==> src/pkg/acc_pkg.sv <==
// Functional notes
// - Stop mode freezes unit, registers keep contents.
// - No interrupt request wakes from stop.
// - Operation resumes after stop without software.
// - Flag-clear-allow set: break clears stick.
// - Allow clear: break accesses leave flags.
// - Enabled unit drives transmit pin as output.
// - Enabled unit makes receive pin input.
// - Loopback routes transmitter into receiver.
// - Enable clear sets empty, done; masks tx.
// - Polarity flip inverts every transmitted level.
// - Length bit selects nine or eight bits.
// - Ninth bit: stop, address mark, parity.
// - One start, one stop, listed frames.
// - Parity occupies character most significant bit.
// - Parity sense: one odd, zero even.
// - Resume select: address mark or idle.
// - Idle count starts after stop or start.
// - Empty enable lets empty flag interrupt.
// - Done enable lets done flag interrupt.
// - Full enable lets full flag interrupt.
// - Empty flag sets on shifter hand-off.
// - Done flag sets when empty and quiet.
// - Full flag sets on receive transfer.
package acc_pkg;

  // ****************************************************************
  // Register map and reset values.
  // ****************************************************************
  localparam logic [4:0] ADDR_CTRL_ONE = 5'h00;
  localparam logic [4:0] ADDR_CTRL_TWO = 5'h04;
  localparam logic [4:0] ADDR_STATUS   = 5'h08;
  localparam logic [4:0] ADDR_DATA     = 5'h0C;
  localparam logic [4:0] ADDR_BRK_CTRL = 5'h10;
  localparam logic [7:0] CTRL_ONE_RST  = 8'h00;
  localparam logic [7:0] CTRL_TWO_RST  = 8'h00;
  localparam logic [7:0] BRK_CTRL_RST  = 8'h00;
  localparam logic [7:0] BRK_CTRL_MASK = 8'h80;

  // ****************************************************************
  // Field positions.
  // ****************************************************************
  localparam int C1_LOOP  = 7;
  localparam int C1_EN    = 6;
  localparam int C1_INV   = 5;
  localparam int C1_CHAR9 = 4;
  localparam int C1_WAKE  = 3;
  localparam int C1_IDLE_ORG = 2;
  localparam int C1_PAR_ON   = 1;
  localparam int C1_PAR_ODD  = 0;
  localparam int C2_TIE   = 7;
  localparam int C2_DONE_IE = 6;
  localparam int C2_RIE   = 5;
  localparam int C2_ILIE  = 4;
  localparam int C2_TE    = 3;
  localparam int C2_RE    = 2;
  localparam int C2_RWU   = 1;
  localparam int C2_SBK   = 0;
  localparam int BF_ALLOW = 7;

  // ****************************************************************
  // Timing and frame constants.
  // ****************************************************************
  localparam int unsigned CLK_NS  = 8;
  localparam int unsigned BIT_NS  = 8680;
  localparam logic [10:0] BIT_CYC = 11'(BIT_NS / CLK_NS);
  localparam logic [10:0] HALF_CYC = 11'(BIT_NS / CLK_NS / 2);
  localparam logic [3:0]  FRM_LEN8 = 4'hA;
  localparam logic [3:0]  FRM_LEN9 = 4'hB;

  // ****************************************************************
  // State encodings and the state record.
  // ****************************************************************
  typedef enum logic [0:0] {TX_IDLE = 1'b0, TX_SHIFT = 1'b1} acc_tx_st_t;
  typedef enum logic [1:0] {RX_IDLE = 2'b00, RX_START = 2'b01, RX_DATA = 2'b10} acc_rx_st_t;

  typedef struct packed {
    logic [7:0]  c1;
    logic [7:0]  c2;
    logic [7:0]  bfc;
    logic        tbe;
    logic        done;
    logic        rxf;
    logic        idle;
    logic        ovr;
    logic        fe;
    logic        pe;
    logic        arm_tx;
    logic        arm_rx;
    logic        idle_ok;
    logic [8:0]  tx_data;
    logic        tx_pend;
    logic        pre_pend;
    logic        te_prev;
    logic        tx_brk;
    acc_tx_st_t  txs;
    logic [11:0] tx_sh;
    logic [3:0]  tx_cnt;
    logic [10:0] tx_tmr;
    acc_rx_st_t  rxs;
    logic [8:0]  rx_sh;
    logic [3:0]  rx_cnt;
    logic [10:0] rx_tmr;
    logic [8:0]  rx_data;
    logic [3:0]  idle_cnt;
    logic [2:0]  rx_sync;
    logic        rx_filt;
    logic        ack;
    logic [31:0] rdata;
  } acc_state_t;

endpackage

==> src/rtl/acc_serial.sv <==
// Register access over Avalon-MM and the placing of the registers were decided locally.
`timescale 1ns/1ns
`default_nettype none
module acc_serial
  import acc_pkg::*;
(
  input  wire logic        core_clk_i,
  input  wire logic        sys_rst_i,
  input  wire logic [4:0]  avs_address_i,
  input  wire logic        avs_read_i,
  input  wire logic        avs_write_i,
  input  wire logic [31:0] avs_writedata_i,
  output logic [31:0]      avs_readdata_o,
  output logic             avs_waitrequest_o,
  input  wire logic        stop_mode_i,
  input  wire logic        debug_break_i,
  input  wire logic        port_e_dir_bit_two_i,
  input  wire logic        port_e_dir_bit_one_i,
  input  wire logic        port_tx_data_i,
  input  wire logic        port_rx_data_i,
  output logic             tx_line_pin_o,
  output logic             tx_line_pin_oe_n_o,
  input  wire logic        rx_line_pin_i,
  output logic             rx_line_pin_o,
  output logic             rx_line_pin_oe_n_o,
  output logic             tx_irq_o,
  output logic             rx_irq_o
);

  // ****************************************************************
  // State record.
  // ****************************************************************
  acc_state_t q;
  acc_state_t d;

  logic       en;
  logic       acc;
  logic       brk_lock;
  logic       tx_lvl;
  logic       rx_in;
  logic [3:0] frm_len;
  logic [8:0] ch;
  logic       par;
  logic [8:0] chx;
  logic       msb;
  logic       perr;

  // The transmitter line level before any polarity flip.
  assign tx_lvl = (q.txs == TX_SHIFT) ? q.tx_sh[0] : 1'b1;

  // Pin ownership: the enabled unit takes over both port pins.
  assign tx_line_pin_o      = q.c1[C1_EN] ? (tx_lvl ^ q.c1[C1_INV]) : port_tx_data_i;
  assign tx_line_pin_oe_n_o = q.c1[C1_EN] ? 1'b0 : ~port_e_dir_bit_two_i;
  assign rx_line_pin_o      = port_rx_data_i;
  assign rx_line_pin_oe_n_o = q.c1[C1_EN] ? 1'b1 : ~port_e_dir_bit_one_i;

  // The bus stalls while stopped so no access can touch a frozen register.
  assign avs_waitrequest_o = (avs_read_i | avs_write_i) & (~q.ack | stop_mode_i);
  assign avs_readdata_o    = q.rdata;

  // Interrupt lines are masked while stopped so none can wake the core.
  assign tx_irq_o = ~stop_mode_i & q.c1[C1_EN]
                    & ((q.tbe & q.c2[C2_TIE]) | (q.done & q.c2[C2_DONE_IE]));
  assign rx_irq_o = ~stop_mode_i & ~q.c2[C2_RWU]
                    & ((q.rxf & q.c2[C2_RIE]) | (q.idle & q.c2[C2_ILIE]));

  // ****************************************************************
  // Next-state logic.
  // ****************************************************************
  always_comb begin
    d        = q;
    en       = q.c1[C1_EN];
    acc      = (avs_read_i | avs_write_i) & q.ack & ~stop_mode_i;
    brk_lock = debug_break_i & ~q.bfc[BF_ALLOW];
    frm_len  = q.c1[C1_CHAR9] ? FRM_LEN9 : FRM_LEN8;
    ch       = q.tx_data;
    par      = 1'b0;
    chx      = 9'h000;
    msb      = 1'b0;
    perr     = 1'b0;

    // Bus slave: one wait cycle, then the access completes.
    d.ack = (avs_read_i | avs_write_i) & ~q.ack;
    if (avs_read_i & ~q.ack) begin
      case (avs_address_i)
        ADDR_CTRL_ONE: d.rdata = {24'h000000, q.c1};
        ADDR_CTRL_TWO: d.rdata = {24'h000000, q.c2};
        ADDR_STATUS:   d.rdata = {24'h000000, q.tbe, q.done, q.rxf, q.idle,
                                  q.ovr, 1'b0, q.fe, q.pe};
        ADDR_DATA:     d.rdata = {23'h000000, q.rx_data};
        ADDR_BRK_CTRL: d.rdata = {24'h000000, q.bfc};
        default:       d.rdata = 32'h00000000;
      endcase
    end

    // Register writes; the data write is the second step of the empty clear.
    if (acc & avs_write_i) begin
      case (avs_address_i)
        ADDR_CTRL_ONE: d.c1 = avs_writedata_i[7:0];
        ADDR_CTRL_TWO: begin
          d.c2 = avs_writedata_i[7:0];
          if (!en) begin
            d.c2[C2_TE] = q.c2[C2_TE];
            d.c2[C2_RE] = q.c2[C2_RE];
          end
        end
        ADDR_DATA: begin
          d.tx_data = avs_writedata_i[8:0];
          d.tx_pend = 1'b1;
          if (!brk_lock) begin
            if (q.arm_tx) begin
              d.tbe = 1'b0;
            end
            d.arm_tx = 1'b0;
          end
        end
        ADDR_BRK_CTRL: d.bfc = avs_writedata_i[7:0] & BRK_CTRL_MASK;
        default: d.bfc = q.bfc;
      endcase
    end

    // Reads arm both two-step clears and complete the receive one unless break protects flags.
    if (acc & avs_read_i & !brk_lock) begin
      if (avs_address_i == ADDR_STATUS) begin
        d.arm_tx = q.tbe;
        d.arm_rx = q.rxf | q.idle | q.ovr | q.fe | q.pe;
      end else if (avs_address_i == ADDR_DATA && q.arm_rx) begin
        d.rxf    = 1'b0;
        d.idle   = 1'b0;
        d.ovr    = 1'b0;
        d.fe     = 1'b0;
        d.pe     = 1'b0;
        d.arm_rx = 1'b0;
      end
    end

    // A rising transmitter enable queues a preamble of ones.
    d.te_prev = d.c2[C2_TE];
    if (d.c2[C2_TE] & ~q.te_prev) begin
      d.pre_pend = 1'b1;
    end

    // Transmitter: loads break, trailing one, preamble or character.
    if (q.txs == TX_IDLE) begin
      if (en & q.c2[C2_TE]) begin
        if (q.c2[C2_SBK]) begin
          d.tx_sh  = 12'h000;
          d.tx_cnt = frm_len;
          d.tx_brk = 1'b1;
          d.txs    = TX_SHIFT;
        end else if (q.tx_brk) begin
          d.tx_sh  = 12'hFFF;
          d.tx_cnt = 4'h1;
          d.tx_brk = 1'b0;
          d.txs    = TX_SHIFT;
        end else if (q.pre_pend) begin
          d.tx_sh    = 12'hFFF;
          d.tx_cnt   = frm_len;
          d.pre_pend = 1'b0;
          d.txs      = TX_SHIFT;
        end else if (q.tx_pend) begin
          if (q.c1[C1_CHAR9]) begin
            par = (^q.tx_data[7:0]) ^ q.c1[C1_PAR_ODD];
            if (q.c1[C1_PAR_ON]) begin
              ch[8] = par;
            end
            d.tx_sh = {2'b11, ch, 1'b0};
          end else begin
            par = (^q.tx_data[6:0]) ^ q.c1[C1_PAR_ODD];
            if (q.c1[C1_PAR_ON]) begin
              ch[7] = par;
            end
            d.tx_sh = {3'b111, ch[7:0], 1'b0};
          end
          d.tx_cnt  = frm_len;
          d.tx_pend = 1'b0;
          d.tbe     = 1'b1;
          d.txs     = TX_SHIFT;
        end
      end
      d.tx_tmr = 11'h000;
    end else begin
      if (q.tx_tmr == BIT_CYC - 11'h001) begin
        d.tx_tmr = 11'h000;
        d.tx_sh  = {1'b1, q.tx_sh[11:1]};
        d.tx_cnt = q.tx_cnt - 4'h1;
        if (q.tx_cnt == 4'h1) begin
          d.txs = TX_IDLE;
        end
      end else begin
        d.tx_tmr = q.tx_tmr + 11'h001;
      end
    end

    // Receiver input: a change counts once the last two stages agree.
    d.rx_sync = {q.rx_sync[1:0], rx_line_pin_i};
    if (q.rx_sync[1] == q.rx_sync[2]) begin
      d.rx_filt = q.rx_sync[2];
    end
    rx_in = q.c1[C1_LOOP] ? tx_lvl : q.rx_filt;

    // Receiver: start detect, mid-bit sampling, transfer on the stop bit.
    if (en & q.c2[C2_RE]) begin
      case (q.rxs)
        RX_IDLE: begin
          if (!rx_in) begin
            d.rxs      = RX_START;
            d.rx_tmr   = 11'h000;
            d.idle_cnt = 4'h0;
          end else if (q.rx_tmr == BIT_CYC - 11'h001) begin
            d.rx_tmr = 11'h000;
            if (q.idle_cnt < frm_len) begin
              d.idle_cnt = q.idle_cnt + 4'h1;
            end
          end else begin
            d.rx_tmr = q.rx_tmr + 11'h001;
          end
        end
        RX_START: begin
          if (q.rx_tmr == HALF_CYC) begin
            d.rx_tmr = 11'h000;
            d.rx_cnt = 4'h0;
            d.rxs    = rx_in ? RX_IDLE : RX_DATA;
          end else begin
            d.rx_tmr = q.rx_tmr + 11'h001;
          end
        end
        RX_DATA: begin
          if (q.rx_tmr == BIT_CYC - 11'h001) begin
            d.rx_tmr = 11'h000;
            if (!q.c1[C1_IDLE_ORG]) begin
              d.idle_cnt = rx_in ? q.idle_cnt + 4'h1 : 4'h0;
            end
            if (q.rx_cnt < frm_len - 4'h2) begin
              d.rx_sh  = {rx_in, q.rx_sh[8:1]};
              d.rx_cnt = q.rx_cnt + 4'h1;
            end else begin
              d.rxs = RX_IDLE;
              chx   = q.c1[C1_CHAR9] ? q.rx_sh : {q.rx_sh[8], q.rx_sh[8:1]};
              msb   = q.c1[C1_CHAR9] ? q.rx_sh[8] : q.rx_sh[8];
              perr  = q.c1[C1_PAR_ON] & ((q.c1[C1_CHAR9] ? ^q.rx_sh : ^q.rx_sh[8:1])
                      ^ q.c1[C1_PAR_ODD]);
              if (q.c2[C2_RWU] & q.c1[C1_WAKE] & msb) begin
                d.c2[C2_RWU] = 1'b0;
              end
              if (!d.c2[C2_RWU]) begin
                if (d.rxf) begin
                  d.ovr = 1'b1;
                end else begin
                  d.rx_data = chx;
                  d.rxf     = 1'b1;
                  d.fe      = ~rx_in;
                  d.pe      = perr;
                  d.idle_ok = 1'b1;
                end
              end
            end
          end else begin
            d.rx_tmr = q.rx_tmr + 11'h001;
          end
        end
        default: d.rxs = RX_IDLE;
      endcase
      // A run of ones as long as a frame counts as an idle character.
      if (d.idle_cnt == frm_len && q.idle_cnt != frm_len) begin
        if (q.c2[C2_RWU] & ~q.c1[C1_WAKE]) begin
          d.c2[C2_RWU] = 1'b0;
        end else if (q.idle_ok & ~q.c2[C2_RWU]) begin
          d.idle    = 1'b1;
          d.idle_ok = 1'b0;
        end
      end
    end else begin
      d.rxs      = RX_IDLE;
      d.idle_cnt = 4'h0;
    end

    // Done follows empty whenever nothing is queued or shifting.
    if (d.txs == TX_SHIFT || d.tx_pend || d.pre_pend || d.c2[C2_SBK] || d.tx_brk) begin
      d.done = 1'b0;
    end else if (d.tbe) begin
      d.done = 1'b1;
    end

    // A disabled unit is idle with its transmit flags forced set.
    if (!d.c1[C1_EN]) begin
      d.tbe      = 1'b1;
      d.done     = 1'b1;
      d.txs      = TX_IDLE;
      d.tx_pend  = 1'b0;
      d.pre_pend = 1'b0;
      d.tx_brk   = 1'b0;
      d.rxs      = RX_IDLE;
    end

    // Stop mode holds every bit; work resumes on the first running cycle.
    if (stop_mode_i) begin
      d = q;
    end
  end

  // ****************************************************************
  // State register.
  // ****************************************************************
  always_ff @(posedge core_clk_i) begin
    if (sys_rst_i) begin
      q         <= '0;
      q.c1      <= CTRL_ONE_RST;
      q.c2      <= CTRL_TWO_RST;
      q.bfc     <= BRK_CTRL_RST;
      q.tbe     <= 1'b1;
      q.done    <= 1'b1;
      q.txs     <= TX_IDLE;
      q.rxs     <= RX_IDLE;
      q.rx_sync <= 3'h7;
      q.rx_filt <= 1'b1;
    end else begin
      q <= d;
    end
  end

endmodule
`default_nettype wire

==> config.mk <==
export PLATFORM = sky130hd
export DESIGN_NAME = acc_serial
export DESIGN_NICKNAME = d
export VERILOG_FILES = /design/src/pkg/acc_pkg.sv /design/src/rtl/acc_serial.sv
export SDC_FILE = /design/constraint.sdc
export NUM_CORES = 1
export LEC_CHECK = 0
export BUFFER_PORTS_ARGS = -buffer_cell sky130_fd_sc_hd__clkbuf_2
export CAP_MARGIN = 10
export CORE_MARGIN = 5
export CORE_UTILIZATION = 44
export DETAILED_ROUTE_END_ITERATION = 10
export PLACE_DENSITY_LB_ADDON = 0.1
export SLEW_MARGIN = 20
export SYNTH_ARGS = -nofsm -noshare
export SYNTH_HDL_FRONTEND = slang
export SYNTH_SLANG_ARGS = --single-unit
==> constraint.sdc <==
create_clock -name core_clk_i -period 2.25 [get_ports core_clk_i]
set_clock_uncertainty 0.05 [all_clocks]
set_input_delay 0 -clock core_clk_i [delete_from_list [all_inputs] [get_ports core_clk_i]]
set_output_delay 0 -clock core_clk_i [all_outputs]
set_load 0.1 [all_outputs]
; After elaboration in Yosys (flattened, before gate mapping)
; Cells that the tools add are included.
; Widths: inputs -> output; s select.
[word_totals]
reg_bits = 144
inputBits = 48
output_inout_bits = 39
word_cells = 265
[classes]
add_sub_neg = 6
order_cmp = 2
eq_ne = 22
n_mux = 117
bitwise = 49
n_reduce_logical = 34
[op_table]
columns = cell, n
row1 = $mux 17, 4
row2 = $mux 1, 61
row3 = $pmux 9 s5, 1
row4 = $mux 11, 4
row5 = $mux 18, 2
row6 = $mux 4, 9
row7 = $pmux 11 s3, 1
row8 = $mux 2, 15
row9 = $mux 28, 1
row10 = $and 1x1->1, 25
row11 = $mux 24, 1
row12 = $mux 8, 3
row13 = $add 11x1->11 const B, 2
row14 = $eq 11x11->1 const B, 2
row15 = $reduce_and 3->1, 6
row16 = $ne 4x4->1 const B, 4
row17 = $pmux 4 s2, 2
row18 = $reduce_xor 8->1, 2
row19 = $mux 15, 1
row20 = $mux 5, 3
row21 = $mux 7, 2
row22 = $mux 13, 1
row23 = $mux 3, 4
row24 = $not 1->1, 12
row25 = other kinds (36), 62

; Depth between registers and ports, before layout
[logic_depth]
depth_word = 18
depth_mapped = 11
ltp_nobuf = 8

; Worst setup path after synthesis
; OpenSTA, ideal clock, no wires.
[synth_path]
path_type = input to output
startpoint = input port stop_mode_i
endpoint = output port rx_irq_o
t_arrival_ps = 2625
t_required_ps = 2200
slack_ps = -425
cell_stages = 4
path_buffers = 3
cell_sequence = buf_4 > clkbuf_1 > clkbuf_1 > nor3_1
[synth_via]
elab_chain_cells = 3
[synth_rtl]
columns = item, line
row1 = from (decl), acc_serial.sv:15  ; input wire logic stop_mode_i,
row2 = $not 1->1 (no line), -
row3 = $and 1x1->1, acc_serial.sv:64  ; assign rx_irq_o = ~stop_mode_i & ~q.c2[C2_RWU]
row4 = $and 1x1->1, acc_serial.sv:65  ; & ((q.rxf & q.c2[C2_RIE]) | (q.idle & q.c2[C2_ILIE]));
row5 = to (decl), acc_serial.sv:27  ; output logic rx_irq_o
; Every way passes these cells.

; Final worst setup path
[layout_path]
startpoint = register q[58] (netlist name)
endpoint = register q[74] (netlist name)
[layout_via]
elab_chain_cells = 3
word_cells_on_any_way = 5
cone_classes = 4 x eq/ne / 1 x reduce/logical
[layout_rtl]
columns = item, line
row1 = from (decl), acc_serial.sv:33  ; acc_state_t q;
row2 = $eq 11x10->1 / $eq 11x11->1 (equally long branches), "acc_serial.sv:220, acc_serial.sv:229"
row3 = $ne 4x4->1 (no line), -
row4 = $reduce_and 5->1 (no line) (*), -
; Every way passes the cells marked *; elsewhere a longest branch is shown, timed or not.
; A chain may end at the register's enable or synchronous reset.

==> flow_summary.ini <==
[outcome]
outcome = finished, violations left
violations = setup timing

[worst_setup_path]
rr_startpoint = q[58]$_SDFFE_PP0P_
startpoint_type = register
r2r_slack_ns = -0.20
worstPathArrival_ns = 2.75
r2r_end = q[74]$_SDFFE_PP0P_
rr_worst_depth = 7
crit_type = reg2reg
worst-path-buf-inv = 1
cp_data_required_time_ns = 2.55
critical_path.max_fanout = 8
cpMaxStageDelayCell = or4b_4
cp_slowest_stage_delay_ns = 0.57
end_kind = register
cp_cell_sequence = or4b_4, or3_4, buf_4, a22oi_4, a21oi_2, or4_4, a21oi_2
crit_top_cell = a21oi_2
critPathTopFamily = simple AND/OR/NAND/NOR gates

[cells_and_area]
layout_common_cells = 119 x nor2_1, 118 x dfxtp_1, 74 x buf_4, 56 x nand2_1, 41 x a21oi_1
final_common_cell = nor2_1
area_delta_synth_final_pct = 24.2
n_antenna_cell = 0
layout-drive-gt1-share_pct = 23.3
fin_nets = 938
nFillCells = 1363
final_util_pct = 55.0

[clock_tree]
cts_max_path_buffers = 2
worstSkewPairLatency_ns = 0.42
numCtsBuffers = 17
root_buffer = clkbuf_16
clk_pin_slew_ns = 0.06
clock_sinks = 120
cts_max_level = 4
cts_tree = done

[timing]
worst_hold_slack_ns = 0.0349
worst_pin_slew_ns = 0.974
rsz0062_at_grt = yes
post-route-period-util_pct = 109
final_hold_viol_count = 0
finalSetupViolCount = 23
period_needed_ns = 2.45
fin_tns_setup_ns = -2.55
relSlewSlack_pct = 34.9
report.final.slew_viol_count = 0
postLayoutSetupSlackWorst_ns = -0.197
fmax_mhz = 409

[floorplan]
start_util_pct = 44.3
row_count = 45
ioPinCount = 87
core_area_mm2 = 0.0150
chipWidth_um = 133
dieArea_mm2 = 0.0177
dieHeight_um = 133

[power]
peakVddDrop_v = 0.000554
p_per_area_mw_per_mm2 = 632
p_leak_nw = 3.14
total_power_mw = 5.23

[grt]
grt-ovfl-total = 0
grt_usage_pct = 20.4
grt_antenna_before_repair = 0
grt_max_degree = 49
grt_pass1_vias = 5832
grt_pass1_wl_um = 29200

[route]
wl_um = 18200
viasPerCell = 5.52
drc = 0
firstDrtPassIters = 6
vias = 5941
drt_iter0_drc = 513
wire_per_inst_um = 16.9
ant_nets = 0

[placed_design]
place.port_buffers = 38
dp_hpwl_um = 12800
gp_congestion = 0.887

[hold_path]
hold_path_end = avs_readdata_o[7]$_SDFFE_PP0P_
hp-start = avs_address_i[2]
hold_path_class = in2reg
holdPathStages = 6

[synth]
synth-seq-area-share_pct = 36.1
synth_edf_count = 0
async_flop_share_pct = 0
postSynthCellCount = 780
ys_ff_latch = 120
yosys_warnings = 0
synthDistinctLibCells = 83
ys.flop_type = dfxtp_1
netlist_area_mm2 = 0.00666
avgSynthCellArea_um2 = 8.53

[job]
cap_viol_max_count = 0
-- metal layers --
layer | up-vias | global-route usage, % | routed length (um)
li1 | 2920 | - | -
met4 | 0 | 6.70 | 255
met5 | - | 0 | 0
met3 | 22 | 4.56 | 697
met2 | 115 | 33.3 | 8850
met1 | 2884 | 26.6 | 8360
-- worst min-delay path, cell delays in order --
cell and delay [ns]:
clkbuf_2 0.12, o21ai_0 0.09, nand2_1 0.07, nor2_1 0.05
nand2b_1 0.07, a21oi_1 0.06
-- worst max-delay path by stage --
stage	start	endpoint	slack, ns	cells past startpoint
after floorplan	q[56]$_SDFFE_PP0P_	q[117]$_SDFFE_PP0P_	-0.15	7
after global placement	q[56]$_SDFFE_PP0P_	q[117]$_SDFFE_PP0P_	-0.17	6
after detailed placement	q[56]$_SDFFE_PP0P_	q[64]$_SDFFE_PP0P_	-0.25	6
after CTS	q[50]$_SDFFE_PP0P_	q[74]$_SDFFE_PP0P_	-0.19	9
after global routing	q[50]$_SDFFE_PP0P_	q[63]$_SDFFE_PP0P_	-0.28	9
final	q[58]$_SDFFE_PP0P_	q[74]$_SDFFE_PP0P_	-0.20	7
-- flip-flops by register name, summed over array words and instances, names as in the netlist --
name,count
q,103
avs_readdata_o,9
ch,7
en,1
-- cell families (layout without fill, tap and decap cells) --
group | Yosys count | in the layout | synth area share, %
AND/OR/NAND/NOR | 296 | 297 | 22.3
adder cells (fa/ha/maj) | 14 | 14 | 2.63
other | 1 | 23 | 0.0563
XOR/XNOR | 39 | 39 | 5.55
flip-flops | 120 | 120 | 36.1
AO/OA/AOI/OAI | 166 | 166 | 17.4
multiplexers | 47 | 47 | 8.36
buffers and inverters | 97 | 183 | 7.63
-- per-stage QoR --
| step | std cells | cell area, um^2 | setup WS, ns |
|---|---|---|---|
| 2_1_floorplan | 802 | 6740 | -0.145 |
| 3_3_place_gp | 1020 | 7290 | -0.174 |
| 3_5_place_dp | 1020 | 7290 | -0.247 |
| 4_1_cts | 1072 | 8160 | -0.186 |
| 5_1_grt | 1077 | 8270 | -0.284 |
| 6_report | 1077 | 8270 | -0.197 |
-- cell type report --
cell class | instances | area [um^2] | area share (%)
Tap cell | 188 | 235 | 2.85
Multi-Input combinational cell | 586 | 3980 | 48.1
Inverter | 18 | 70.1 | 0.848
Clock buffer | 21 | 460 | 5.57
Sequential cell | 120 | 2400 | 29.1
Timing Repair Buffer | 133 | 996 | 12.0
Clock inverter | 11 | 121 | 1.47
-- synth_stat cells, types with 3 or more instances --
cell type | n | area (um^2)
dfxtp_1 | 120 | 2400
nor2_1 | 120 | 450
nand2_1 | 56 | 210
a21oi_1 | 45 | 225
clkbuf_1 | 36 | 135
buf_4 | 35 | 263
mux2i_1 | 32 | 320
o21ai_0 | 32 | 160
xnor2_1 | 21 | 184
inv_1 | 17 | 63.8
nand3_1 | 17 | 85.1
nor3_1 | 16 | 80.1
xor2_1 | 16 | 140
ha_1 | 14 | 175
nand2b_1 | 13 | 81.3
a211oi_1 | 12 | 90.1
a22oi_1 | 12 | 90.1
nand4_1 | 10 | 62.6
mux2_2 | 9 | 101
nor2b_1 | 9 | 56.3
a221oi_1 | 7 | 61.3
and3_1 | 7 | 43.8
mux4_2 | 6 | 135
o211ai_1 | 6 | 45.0
or4_1 | 6 | 45.0
a211o_1 | 5 | 43.8
a2bb2oi_1 | 4 | 35.0
and3b_1 | 4 | 35.0
buf_2 | 4 | 20.0
nand4b_1 | 4 | 35.0
o31ai_1 | 4 | 30.0
a311oi_1 | 3 | 26.3
and2_1 | 3 | 18.8
buf_1 | 3 | 11.3
nand3b_1 | 3 | 22.5
nor3b_1 | 3 | 22.5
nor4_1 | 3 | 18.8
nor4b_1 | 3 | 26.3
o2111ai_1 | 3 | 26.3
or2_2 | 3 | 18.8
-- power breakdown --
group	switching, mW	leakage [nW]	total, mW	internal, mW
clock network	0.999	0.283	2.68	1.69
registers	0.00500	0.968	2.14	2.13
logic	0.324	1.89	0.404	0.0801
total	1.33	3.14	5.23	3.90
-- timing repair --
action / CTS / global route
resized for setup: 16 / 30
pin swaps: 14 / 5
buffers inserted: 2 / 5
endpoints found under the setup margin: 35 / 50
hold endpoints to repair: 29 / 0
cloned: 1 / 1
hold buffers: 17 / 0
No activity file was read; power rests on OpenSTA's default activity.
